$ cat config.mk
export PLATFORM = sky130hd
export DESIGN_NAME = ldsl_core
export DESIGN_NICKNAME = d
export VERILOG_FILES = /design/src/inc/ldsl_pkg.sv /design/src/core/ldsl_core.sv
export SDC_FILE = /design/constraint.sdc
export NUM_CORES = 1
export LEC_CHECK = 0
export ABC_CLOCK_PERIOD_IN_PS = 1800
export BUFFER_PORTS_ARGS = -buffer_cell sky130_fd_sc_hd__buf_4
export CORE_ASPECT_RATIO = 0.6
export CORE_MARGIN = 5
export CORE_UTILIZATION = 50
export DETAILED_ROUTE_END_ITERATION = 6
export MAX_ROUTING_LAYER = met4
export PLACE_DENSITY = 0.75
export SETUP_SLACK_MARGIN = 0.15
export SLEW_MARGIN = 20
export SYNTH_ARGS = -nofsm -noshare
export SYNTH_HDL_FRONTEND = slang
export SYNTH_SLANG_ARGS = --single-unit
$ cat constraint.sdc
create_clock -name clk -period 1.8 [get_ports clk]
set_input_delay 0.27 -clock clk [delete_from_list [all_inputs] [get_ports clk]]
set_output_delay 0.27 -clock clk [all_outputs]
set_load 0.01 [all_outputs]
$ cat src/inc/ldsl_pkg.sv
// ldsl_pkg: constants and carrier types for the led driver shift/latch core
// assumes a single 250 MHz clock domain; all pins are pre-synchronised
package ldsl_pkg;
	// ----------------------------------------------------------------
	// sizes and reset values
	// ----------------------------------------------------------------
	localparam int           LDSL_WIDTH     = 16;
	localparam logic [15:0]  LDSL_SHIFT_RST = 16'h0000;
	localparam logic [15:0]  LDSL_DATA_RST  = 16'h0000;
	localparam logic [15:0]  LDSL_SINK_OFF  = 16'h0000;
	// ----------------------------------------------------------------
	// timing
	// ----------------------------------------------------------------
	localparam int           LDSL_CLK_PERIOD_NS = 4;
	localparam int           LDSL_TESTING_NS    = 2000;
	localparam int           LDSL_TESTING_CYC   = (LDSL_TESTING_NS + LDSL_CLK_PERIOD_NS - 1) / LDSL_CLK_PERIOD_NS;
	// ----------------------------------------------------------------
	// global error selection by clock pulse count
	// ----------------------------------------------------------------
	localparam logic [2:0]   LDSL_SEL_TEMP     = 3'h0;
	localparam logic [2:0]   LDSL_SEL_OPEN     = 3'h1;
	localparam logic [2:0]   LDSL_SEL_SHORT    = 3'h2;
	localparam logic [2:0]   LDSL_SEL_LOWCUR   = 3'h3;
	localparam logic [2:0]   LDSL_SEL_SHUTDOWN = 3'h4;
	localparam logic [2:0]   LDSL_SEL_RST      = 3'h0;
	localparam logic [15:0]  LDSL_TEMP_BIT     = 16'h0001;

	typedef enum logic [1:0] {
		LDSL_NORMAL = 2'b01,
		LDSL_ERRDET = 2'b10
	} ldsl_mode_t;

	// per-channel open/short and single overtemp fault status from analog comparators, low means fault
	typedef struct packed {
		logic [15:0] open_led_flag;
		logic [15:0] short_led_flag;
		logic        overtemp_flag;
	} ldsl_fault_t;

	// buffered shift word toward the data register
	typedef struct packed {
		logic [15:0] word;
	} ldsl_word_t;
endpackage

$ cat src/core/ldsl_core.sv
// ldsl_core: shift register, data register, error-detection mode and sink control
// assumes serial_clk, load_strobe, output_enable_n and serial_in are sampled synchronously to clk
//
// Behaviour
// [RULE1] 16-bit shift register plus 16-bit data register
// [RULE2] serial clock rise shifts serial input in
// [RULE3] first received bit ends up as MSB
// [RULE4] data in at serial_in, out at serial_out
// [RULE5] load strobe rise copies shift register over
// [RULE6] enable low drives sinks from data register
// [RULE7] one sink output per data register bit
// [RULE8] error mode: load fall captures fault data
// [RULE9] serial out, load, enable carry diagnostics
// [RULE10] temperature always, open/short any time checked; the core checks open/short only on channels whose data_reg bit is 1
// [RULE11] controller holds enable high 2000 ns first; the model holds output_enable_n low 2000 ns before its rise
// [RULE12] load rise with enable high, clock low enters
// [RULE13] error status captured at enable rising edge
// [RULE14] pulse count selects test; flag low on error
// [RULE15] controller clocks out sixteen bits per device
// [RULE16] serial out shows last shift position bit
`timescale 1ns/1ps
module ldsl_core
	import ldsl_pkg::*;
(
	// clock, reset, enable
	input  wire logic        clk,
	input  wire logic        nrst,
	input  wire logic        clk_en,
	// serial pins
	input  wire logic        serial_clk,
	input  wire logic        serial_in,
	input  wire logic        load_strobe,
	input  wire logic        output_enable_n,
	output logic             serial_out,
	// analog fault comparators
	input  wire ldsl_fault_t fault_in,
	// sink drive and status
	output logic [15:0]      led_sink_output,
	output logic             low_current_mode,
	output logic             shutdown_mode
);
	// ----------------------------------------------------------------
	// edge detection
	// ----------------------------------------------------------------
	logic        sclk_reg, ld_reg, oen_reg;
	logic        sclk_rise, ld_rise, ld_fall, oen_rise;
	ldsl_mode_t  mode_reg;
	logic [15:0] shift_reg, data_reg;
	logic [2:0]  sel_reg;
	ldsl_fault_t fault_reg;
	logic        gflag;

	always_ff @(posedge clk or negedge nrst) begin
		if (!nrst) begin
			sclk_reg <= 1'b0;
			ld_reg   <= 1'b0;
			oen_reg  <= 1'b1;
		end else if (clk_en) begin
			sclk_reg <= serial_clk;
			ld_reg   <= load_strobe;
			oen_reg  <= output_enable_n;
		end
	end
	assign sclk_rise = serial_clk & ~sclk_reg;
	assign ld_rise   = load_strobe & ~ld_reg;
	assign ld_fall   = ~load_strobe & ld_reg;
	assign oen_rise  = output_enable_n & ~oen_reg;

	// ----------------------------------------------------------------
	// two-entry buffer between shift register and data register
	// ----------------------------------------------------------------
	// a load request is queued so a busy latch stage never drops a word
	ldsl_word_t  buf_mem [2];
	logic        buf_wptr, buf_rptr;
	logic [1:0]  buf_cnt;
	logic        buf_in_valid, buf_in_ready, buf_out_valid, buf_out_ready;

	assign buf_in_valid  = ld_rise & (mode_reg == LDSL_NORMAL);
	assign buf_in_ready  = (buf_cnt != 2'h2);
	assign buf_out_valid = (buf_cnt != 2'h0);
	// the latch stage never stalls, so the buffer holds at most one word between two load edges
	assign buf_out_ready = 1'b1;

	always_ff @(posedge clk or negedge nrst) begin
		if (!nrst) begin
			buf_wptr   <= 1'b0;
			buf_rptr   <= 1'b0;
			buf_cnt    <= 2'h0;
			buf_mem[0] <= '0;
			buf_mem[1] <= '0;
		end else if (clk_en) begin
			if (buf_in_valid && buf_in_ready) begin
				buf_mem[buf_wptr].word <= shift_reg;
				buf_wptr               <= ~buf_wptr;
			end
			if (buf_out_valid && buf_out_ready)
				buf_rptr <= ~buf_rptr;
			buf_cnt <= buf_cnt + 2'(buf_in_valid && buf_in_ready) - 2'(buf_out_valid && buf_out_ready);
		end
	end

	// ----------------------------------------------------------------
	// mode control
	// ----------------------------------------------------------------
	always_ff @(posedge clk or negedge nrst) begin
		if (!nrst) begin
			mode_reg <= LDSL_NORMAL;
		end else if (clk_en) begin
			case (mode_reg)
				LDSL_NORMAL: begin
					if (ld_rise && output_enable_n && !serial_clk)
						mode_reg <= LDSL_ERRDET; // RULE12
				end
				LDSL_ERRDET: begin
					// leaving through load low with enable low on this and the previous sample ends the diagnostic cycle
					if (!output_enable_n && !load_strobe && oen_reg == 1'b0)
						mode_reg <= LDSL_NORMAL;
				end
				default: mode_reg <= LDSL_NORMAL;
			endcase
		end
	end

	// pulse count selects the global error function
	always_ff @(posedge clk or negedge nrst) begin
		if (!nrst) begin
			sel_reg <= LDSL_SEL_RST;
		end else if (clk_en) begin
			if (ld_rise && output_enable_n && !serial_clk && mode_reg == LDSL_NORMAL)
				sel_reg <= LDSL_SEL_RST;
			else if (mode_reg == LDSL_ERRDET && sclk_rise && load_strobe && sel_reg != LDSL_SEL_SHUTDOWN)
				sel_reg <= sel_reg + 3'h1; // RULE14
		end
	end

	// status caught on the enable rising edge
	always_ff @(posedge clk or negedge nrst) begin
		if (!nrst) begin
			fault_reg <= '1;
		end else if (clk_en && oen_rise) begin
			fault_reg.overtemp_flag <= fault_in.overtemp_flag; // RULE13 RULE10
			fault_reg.open_led_flag  <= fault_in.open_led_flag | ~data_reg;
			fault_reg.short_led_flag <= fault_in.short_led_flag | ~data_reg;
		end
	end

	always_comb begin
		case (sel_reg)
			LDSL_SEL_TEMP:  gflag = fault_reg.overtemp_flag;
			LDSL_SEL_OPEN:  gflag = &fault_reg.open_led_flag;
			LDSL_SEL_SHORT: gflag = &fault_reg.short_led_flag;
			default:        gflag = 1'b1;
		endcase
	end

	always_ff @(posedge clk or negedge nrst) begin
		if (!nrst) begin
			low_current_mode <= 1'b0;
			shutdown_mode    <= 1'b0;
		end else if (clk_en) begin
			low_current_mode <= (mode_reg == LDSL_ERRDET) && (sel_reg == LDSL_SEL_LOWCUR);
			if (mode_reg == LDSL_ERRDET && sel_reg == LDSL_SEL_SHUTDOWN && ld_fall)
				shutdown_mode <= ~serial_in;
		end
	end

	// ----------------------------------------------------------------
	// shift register
	// ----------------------------------------------------------------
	always_ff @(posedge clk or negedge nrst) begin
		if (!nrst) begin
			shift_reg <= LDSL_SHIFT_RST;
		end else if (clk_en) begin
			if (mode_reg == LDSL_ERRDET && ld_fall) begin
				case (sel_reg) // RULE8
					LDSL_SEL_OPEN:  shift_reg <= fault_reg.open_led_flag;
					LDSL_SEL_SHORT: shift_reg <= fault_reg.short_led_flag;
					default:        shift_reg <= {15'h7fff, fault_reg.overtemp_flag} & (~LDSL_TEMP_BIT | {15'h0000, fault_reg.overtemp_flag});
				endcase
			end else if (sclk_rise) begin
				shift_reg <= {shift_reg[14:0], serial_in}; // RULE1 RULE2 RULE3
			end
		end
	end

	// ----------------------------------------------------------------
	// data register and sinks
	// ----------------------------------------------------------------
	always_ff @(posedge clk or negedge nrst) begin
		if (!nrst) begin
			data_reg <= LDSL_DATA_RST;
		end else if (clk_en && buf_out_valid && buf_out_ready) begin
			data_reg <= buf_mem[buf_rptr].word; // RULE5
		end
	end

	always_ff @(posedge clk or negedge nrst) begin
		if (!nrst) begin
			led_sink_output <= LDSL_SINK_OFF;
			serial_out      <= 1'b0;
		end else if (clk_en) begin
			led_sink_output <= output_enable_n ? LDSL_SINK_OFF : data_reg; // RULE6 RULE7
			// in global error mode the flag is gated with the chain input
			if (mode_reg == LDSL_ERRDET && load_strobe)
				serial_out <= gflag & serial_in; // RULE9
			else
				serial_out <= shift_reg[15]; // RULE4 RULE16
		end
	end
endmodule // ldsl_core

Yosys cells after proc, flatten, opt, wreduce, memory -nomap -nowiden

Index checks and enable logic that the tools add are counted.

Add/subtract/negate cells: 3
Multiply operators: 0
Divide/modulo/power cells: 0
$lt $le $gt $ge: 3
Equality and inequality tests: 10
Shift-type cells: 0
Multiplexer cells: 17
Bitwise operators: 19
Reduce and logical (&&, ||, !) cells: 32

Operators with widths:

| cell                                                                   | number |
|---|---|
| 16-bit 2-to-1 mux                                                      | 7 |
| 32-bit bitwise mux                                                     | 1 |
| 16-bit bitwise OR                                                      | 2 |
| 16-bit case mux with 2 select lines                                    | 1 |
| 16-bit AND reduction                                                   | 2 |
| 1-bit logical AND                                                      | 17 |
| 16-bit AND                                                             | 1 |
| 16-bit demux with 1-bit select                                         | 1 |
| 16-bit NOT                                                             | 1 |
| 2-bit AND reduction                                                    | 5 |
| 1-bit NOT                                                              | 7 |
| 1-bit AND                                                              | 6 |
| 3-bit by 2-bit equality test with 1-bit output (second input constant) | 2 |
| 3-bit 2-to-1 mux                                                       | 2 |
| 2-bit nonzero test                                                     | 3 |
| 2-bit >= comparator (second input constant)                            | 2 |
| 2-bit 2-to-1 mux                                                       | 2 |
| 2-bit inequality test (second input constant)                          | 2 |
| 1-bit NOT with 2-bit output                                            | 2 |
| 2-bit case mux with 2 select lines                                     | 1 |
| 3-bit by 1-bit adder with 3-bit output (second input constant)         | 1 |
| 3-bit by 1-bit equality test with 1-bit output (second input constant) | 1 |
| 3-bit equality test (second input constant)                            | 1 |
| 1-bit zero test                                                        | 3 |
| other kinds (11)                                                       | 11 |

Register bits: 128
Bits in latches: 0
Memory bits (writable): 0
Memory bits (read-only): 0
Bits of input ports: 40
Output and inout port bits: 19
Word-level logic and storage cells: 103
Memories kept: 0

Logic depth before layout (Yosys ltp)

Gate-level depths: netlist of the first run.

Depth after elaboration: 7
Gate-level depth with buffers: 8
Gate-level depth less buffers: 6

Worst setup path after synthesis of the first run

OpenSTA, ideal clock, no wires.

Kind: register to register
Start point: register mode_reg[0]
End point: register buf_mem[17] in the netlist's numbering
Library setup time: 0.125 ns
Arrival: 1.620 ns
Data required time: 1.675 ns
Setup slack: 0.054 ns
Stages on the path, launching flop included: 7
Buffers on the path: 2
Period minus slack after synthesis: 1.746 ns
Path through: dfstp_2 > and4bb_4 > nand3_2 > or2_1 > buf_6 > buf_12 > mux2_4

Cells in the longest elaborated chain, start to end: 4

RTL lines:

| element                                        | RTL line         | text |
|---|---|---|
| start, declared                                | ldsl_core.sv:47  | `ldsl_mode_t mode_reg;` |
| start signal, assigned                         | ldsl_core.sv:107 | `mode_reg <= LDSL_NORMAL;` |
| start signal, assigned                         | ldsl_core.sv:112 | `mode_reg <= LDSL_ERRDET;` |
| start signal, assigned                         | ldsl_core.sv:117 | `mode_reg <= LDSL_NORMAL;` |
| 2-bit by 1-bit equality test with 1-bit output | ldsl_core.sv:78  | `assign buf_in_valid = ld_rise & (mode_reg == LDSL_NORMAL);` |
| 1-bit AND                                      | ldsl_core.sv:78  |  |
| 1-bit logical AND                              | ldsl_core.sv:92  | `if (buf_in_valid && buf_in_ready) begin` |
| 2-bit AND reduction (no source line)           | --               |  |
| end, declared                                  | ldsl_core.sv:73  | `ldsl_word_t buf_mem [2];` |

Every way passes these cells.
A chain may end at the register's enable or synchronous reset.

Worst setup path in the final report of the first run

Start point: register mode_reg[0]
End point: register buf_mem[18] in the netlist's numbering

Same word-level chain as after synthesis.

==> impl_metrics.py, run 1 <==
metrics = {
    "die": {
        "dieArea_um2": 13840,
        "die_w_um": 148.6,
        "fp-row-count": 30,
        "core_um2": 11300,
        "fp.dieH_um": 93.16,
        "initial_core_util": 0.5101,
        "io_pins": 59,
    },
    "setup_path": {
        "crit_fanout": 17,
        "critPathLaunch": "mode_reg[0]$_DFFE_PN1P_",
        "start_kind": "flip-flop",
        "worstSetupEndpointType": "flip-flop",
        "crit_arrival_ns": 2.03,
        "critPathRequiredTime_ns": 2.10,
        "ff2ff_path_depth": 5,
        "r2r-start": "mode_reg[0]$_DFFE_PN1P_",
        "crit_type": "flip-flop to flip-flop",
    },
    "global_route": {
        "grt_usage": 0.2214,
        "grt_pass1_wl_mm": 22.80,
        "grt_start_max_net_pins": 51,
        "grt_antenna_before_repair": 0,
        "grt_pass1_vias": 4160,
        "globalRoute.totalOverflow": 0,
    },
    "drt": {
        "post_drt_wl_per_cell_um": 18.60,
        "drc": 0,
        "viasPerCell": 5.553,
        "ant_nets": 0,
        "first_pass_iters": 5,
        "wl_mm": 14.39,
        "vias": 4298,
        "drt_iter0_drc": 357,
    },
    "timing": {
        "hold_viol": 0,
        "setup_viol": 0,
        "final.setup.tns_ns": 0,
        "slew_headroom": 0.7113,
        "worst_pin_slew_ns": 0.4330,
        "fmax_ghz": 0.5773,
        "fin_crit_ns": 1.732,
        "finalClockSkew_ns": 0.008984,
        "min_period_over_period": 0.9624,
        "rsz0062_at_grt": "true",
        "maxSlewViolCount": 0,
    },
    "worst_hold_path": {
        "hold_depth": 2,
        "hp-class": "input port to flip-flop",
        "worstHoldStart": "serial_in",
    },
    "pwr": {
        "peakVddDrop_v": 0.0007650,
        "finalPower_mw": 9.870,
        "power.density_nw_per_um2": 1346,
        "p_leak_nw": 3.383,
    },
    "finish": {
        "multiInputGateArea_um2": 2436,
        "largest_reg_flops": 33,
        "final_layout_size_suffix_gt1_frac": 0.3616,
        "seq_area_um2": 3248,
        "area_growth_pct": 27.23,
        "fillCellCount": 830,
        "nNetsFinal": 646,
        "n_antenna_cell": 0,
    },
    "yosys": {
        "synthArstFlopShare": 1.000,
        "synth_edf_count": 0,
        "yosys_most_used_dff": "dfrtp_1",
        "synthCells": 523,
        "netlist_area_um2": 5763,
        "syn_area_per_cell_um2": 11.02,
        "syn_nets": 568,
        "ys_seq_elements": 128,
        "synth-seq-area-share": 0.5634,
        "synth.distinct_cells": 43,
        "yosysWarnings": 0,
    },
    "clock_network": {
        "cts_buffer_depth": 2,
        "htreeDepth": 4,
        "cts_root_buffer": "clkbuf_16",
        "numCtsBuffers": 17,
        "cts_tree": "done",
        "clk_pin_slew_ns": 0.06,
        "clk_latency_ns": 0.42,
        "cts_sinks": 128,
    },
    "run_status": {
        "status": "finished, final reports clean",
    },
    "job": {
        "max_cap_viol_count": 0,
    },
    "placed_design": {
        "gp_congestion": 0.8542,
        "hpwl_mm": 9.901,
        "io_buffers": 58,
    },
}
==> metal layers <==
layer / track usage / share of wire / vias to the layer above
li1: - / - / 1981
met1: 0.3190 / 0.49 / 2154
met2: 0.3030 / 0.44 / 140
met3: 0.07070 / 0.063 / 23
met4: 0.05688 / 0.012 / 0
met5: - / 0 / -
==> Yosys cell counts, types with 2 or more instances <==
master | instances | area (µm²)
a22o_1 | 15 | 131.4
and4_1 | 2 | 17.52
buf_2 | 8 | 40.04
clkbuf_1 | 22 | 82.58
dfrtp_1 | 93 | 2327
dfstp_2 | 35 | 919.6
ha_1 | 5 | 62.56
inv_1 | 23 | 86.33
mux2_2 | 30 | 337.8
mux2_4 | 9 | 135.1
mux2i_1 | 19 | 190.2
nand2_1 | 69 | 259.0
nand2b_1 | 2 | 12.51
nand3_1 | 5 | 25.02
nand3b_1 | 18 | 135.1
nand4_1 | 5 | 31.28
nor2_1 | 4 | 15.01
nor2b_1 | 35 | 219.0
nor3_1 | 2 | 10.01
nor4_1 | 2 | 12.51
o21ai_0 | 81 | 405.4
o21ai_1 | 3 | 15.01
o22ai_1 | 16 | 100.1
==> final cells by class <==
cell class                 count  area share
timing repair buffer          91      0.1078
inverter                      23     0.01177
tap                          160     0.02730
sequential                   128      0.4430
multi-input combinational    340      0.3323
clock inverter                 7     0.01160
clock buffer                  25     0.06621
==> cells in the final DEF (no fill, tap or decap), types with 2 or more instances in the layout <==
cell / instances
dfrtp_1: 92
buf_4: 76
nand2_1: 69
o21ai_0: 68
dfstp_2: 35
nor2b_1: 33
mux2_2: 30
inv_1: 21
mux2i_1: 19
nand3b_1: 18
clkbuf_16: 17
o21ai_1: 14
a22o_1: 13
mux2_4: 9
o22ai_2: 9
buf_6: 8
o22ai_1: 7
buf_12: 6
nand3_1: 5
nand4_1: 5
clkbuf_1: 5
clkinv_2: 5
nor2_1: 4
clkbuf_8: 3
inv_2: 2
nor2b_4: 2
o21ai_2: 2
nand2b_1: 2
nor3_1: 2
and4_1: 2
a22o_4: 2
ha_2: 2
ha_1: 2
bufinv_16: 2
==> critical path, cell delays in order (launching register included) <==
cell and delay [ns]:
dfstp_2 0.55, and4bb_4 0.24, nand3_2 0.08, or2_4 0.26
buf_12 0.16, mux2_4 0.31
==> through the flow <==
step / instances / hold WS (ns) / instance area (µm²) / util / worst slack [ns]
after global routing: 774 / 0.06170 / 7332 / 0.6489 / 0.01789
after floorplan: 523 / -0.02559 / 5763 / - / 0.06116
after global placement: 732 / 0.2246 / 6496 / 0.5750 / 0.09286
final: 774 / 0.07138 / 7332 / 0.6489 / 0.06769
after CTS: 767 / 0.06875 / 7121 / 0.6302 / 0.09706
after detailed placement: 732 / 0.2376 / 6496 / 0.5750 / 0.02982
==> logic make-up (layout without fill, tap and decap cells) <==
group	Yosys count	count (layout)	synth area share
simple gates	151	151	0.1405
flops	128	128	0.5634
compound gates	125	125	0.1270
mux	58	58	0.1151
buf+inv	55	146	0.04168
fa+ha+maj	5	5	0.01086
xor+xnor	1	1	0.001520
==> path summary, 6_finish.rpt <==
path,endpoint,slack (ns)
max,buf_mem[18]$_DFFE_PN0P_,0.07
max reg2reg,buf_mem[18]$_DFFE_PN0P_,0.07
max in group asynchronous,shift_reg[9]$_DFFE_PN0P_,0.84
min in group asynchronous,mode_reg[1]$_DFFE_PN0P_,0.34
min,shutdown_mode$_DFFE_PN0P_,0.07
min reg2reg,shutdown_mode$_DFFE_PN0P_,0.48
==> what timing repair did <==
item | CTS | global route
gates resized for setup | 9 | 45
endpoints found under the setup margin | 34 | 52
endpoints found under the hold margin | 14 | 0
hold buffers | 1 | 0
gates cloned | 0 | 1
pin swaps | 1 | 18
buffers inserted | 2 | 6
==> power by group <==
| group | switching (mW) | internal (mW) | total, mW |
|---|---|---|---|
| registers | 0.624 | 3.57 | 4.19 |
| logic | 1.07 | 1.29 | 2.36 |
| clock network | 1.19 | 2.13 | 3.32 |
| total | 2.88 | 6.99 | 9.87 |
No activity file was read; power rests on OpenSTA's default activity.
==> run 2: changes to the inputs <==
Settings changed: CORE_MARGIN 5 to default.
==> run 2 against run 1 <==
Sequential cell count unchanged; clock skew down 0.0028 ns; final cell count shrank 2.2%; sequential share of layout area is 0.72 points lower; core utilization is 3.6 points higher; via count rose by 4.7%; clock power decreased by 8.1%; critical path depth grew 1; fmax down 2.5%; worst hold slack better by 0.0096 ns.
==> impl_metrics.py, run 2 (synthesized netlist as in run 1, its figures left out) <==
metrics = {
    "die": {
        "io_pins": 59,
        "dieArea_um2": 11970,
        "initial_core_util": 0.5294,
        "fp.dieH_um": 85.16,
        "die_w_um": 140.6,
        "core_um2": 10890,
        "fp-row-count": 29,
    },
    "setup_path": {
        "r2r-start": "sel_reg[0]$_DFFE_PN0P_",
        "cp.buffers_inverters": 1,
        "r2r_setup_slack_ns": 0.02,
        "slowest_stage": "dfrtp_2",
        "crit_arrival_ns": 2.13,
        "critPathRequiredTime_ns": 2.15,
        "cpPeakStageDelay_ns": 0.45,
        "timing.rr.end": "shift_reg[0]$_DFFE_PN0P_",
        "crit_type": "flip-flop to flip-flop",
        "crit_family": "simple AND/OR/NAND/NOR gates",
        "crit_fanout": 5,
        "start_kind": "flip-flop",
        "crit_chain": "ha_4 > nor2b_4 > buf_6 > or3b_4 > a311oi_2 > a21o_1",
        "worstSetupPathDepth": 6,
        "worstSetupEndpointType": "flip-flop",
        "critPathLaunch": "sel_reg[0]$_DFFE_PN0P_",
        "endpoint": "shift_reg[0]$_DFFE_PN0P_",
        "ff2ff_path_depth": 6,
    },
    "timing": {
        "whs_ns": 0.08098,
        "rsz0062_at_grt": "true",
        "finalClockSkew_ns": 0.006142,
        "maxSlewViolCount": 0,
        "worst_pin_slew_ns": 0.7257,
        "fin_crit_ns": 1.776,
        "min_period_over_period": 0.9869,
        "hold_viol": 0,
        "setup_viol": 0,
        "fmax_ghz": 0.5629,
        "setup_slack_ns": 0.02364,
        "slew_headroom": 0.5162,
    },
    "finish": {
        "final_layout_size_suffix_gt1_frac": 0.3883,
        "final_cell_mix": "dfrtp_1 (92), buf_4 (77), nand2_1 (69)",
        "largest_reg_flops": 33,
        "nNetsFinal": 650,
        "seq_area_um2": 3248,
        "post-route-cell-area_um2": 7453,
        "multiInputGateArea_um2": 2562,
        "layout_commonest_cell": "dfrtp_1",
        "n_antenna_cell": 0,
        "fillCellCount": 745,
        "area_growth_pct": 29.33,
    },
    "global_route": {
        "grt_pass1_wl_mm": 23.60,
        "grt_pass1_vias": 4400,
        "grt_usage": 0.2726,
        "grt_start_max_net_pins": 129,
        "grt_antenna_before_repair": 0,
        "globalRoute.totalOverflow": 0,
    },
    "pwr": {
        "p_leak_nw": 3.430,
        "peakVddDrop_v": 0.0006496,
        "power.density_nw_per_um2": 1335,
    },
    "clock_network": {
        "cts_buffer_depth": 2,
        "clk_latency_ns": 0.41,
        "cts_tree": "done",
        "cts_root_buffer": "clkbuf_16",
        "numCtsBuffers": 17,
        "clk_pin_slew_ns": 0.06,
        "htreeDepth": 4,
        "cts_sinks": 128,
    },
    "drt": {
        "wl_mm": 15.75,
        "vias": 4502,
        "drc": 0,
        "viasPerCell": 5.947,
        "post_drt_wl_per_cell_um": 20.81,
        "ant_nets": 0,
        "first_pass_iters": 6,
        "drt_iter0_drc": 481,
    },
    "worst_hold_path": {
        "hp-class": "input port to flip-flop",
        "worstHoldStart": "serial_in",
    },
    "placed_design": {
        "io_buffers": 58,
        "hpwl_mm": 9.455,
        "gp_congestion": 0.8630,
        "placed_cell_area_um2": 6405,
        "dp_slack_ns": 0.04114,
    },
    "run_status": {
        "status": "finished, final reports clean",
    },
    "job": {
        "max_cap_viol_count": 0,
    },
}
run 2: cell count changes in the layout (fill, tap and decap cells not counted), moves of 2 or more:
| cell | delta |
|---|---|
| bufinv_16 | -2 |
| clkbuf_1 | -3 |
| clkinv_2 | +2 |
| clkinvlp_4 | +3 |
| ha_2 | -2 |
| ha_4 | +2 |
| o21ai_0 | -2 |
| o21ai_2 | +3 |
| o22ai_1 | -6 |
| o22ai_4 | +6 |
run 2: worst min-delay path by stage:
stage                                     end  cells past startpoint
6_report            shutdown_mode$_DFFE_PN0P_                      2
5_1_grt              fault_reg[0]$_DFFE_PN1P_                      2
4_1_cts             shutdown_mode$_DFFE_PN0P_                      2
3_3_place_gp   led_sink_output[2]$_DFFE_PN0P_                      2
2_1_floorplan          buf_cnt[0]$_DFFE_PN0P_                      0
3_5_place_dp   led_sink_output[1]$_DFFE_PN0P_                      2
run 2: repair_timing:
item,in CTS,in global routing
hold buffers,1,0
gates resized for setup,27,53
setup buffers,11,6
pin swaps,4,35
setup endpoints to repair,32,52
endpoints found under the hold margin,16,0
cloned,3,0
run 2: power by group:
group	internal, mW	switching [mW]	leakage, nW
Combinational	1.42	1.22	1.55
Sequential	3.57	0.692	1.63
Clock	1.81	1.24	0.258
Total	6.80	3.15	3.43
run 2: area by class of cell:
type,instances,area share
clock buffers,21,0.06178
repair buffers,95,0.1148
well taps,139,0.02333
inverters,23,0.01158
flip-flops and latches,128,0.4358
multi-input cells,340,0.3438
clock inverters,11,0.008897
run 2: worst register-to-register path: cells and delay by family, from the launching register on:
family / cells / cell delay, ns
AO/OA/AOI/OAI: 2 / 0.43
adder cells (fa/ha/maj): 1 / 0.18
buffers and inverters: 1 / 0.15
flip-flops: 1 / 0.45
AND/OR/NAND/NOR: 2 / 0.50
run 2: metal layers:
layer / global-route usage / routed length (µm) / vias to the layer above
met4: 0.08103 / 342 / 0
met2: 0.3903 / 6878 / 243
li1: - / - / 1993
met1: 0.3705 / 7053 / 2222
met3: 0.08804 / 1480 / 44
met5: - / 0 / -
run 2: per-stage QoR:
stage	total power [mW]	instances	setup TNS (ns)	utilization
after floorplan	5.288	523	0	-
after global placement	5.975	704	0	0.5884
after detailed placement	6.102	704	0	0.5884
after CTS	9.412	751	0	0.6575
after global routing	10.33	757	-0.02494	0.6847
final	9.949	757	0	0.6847
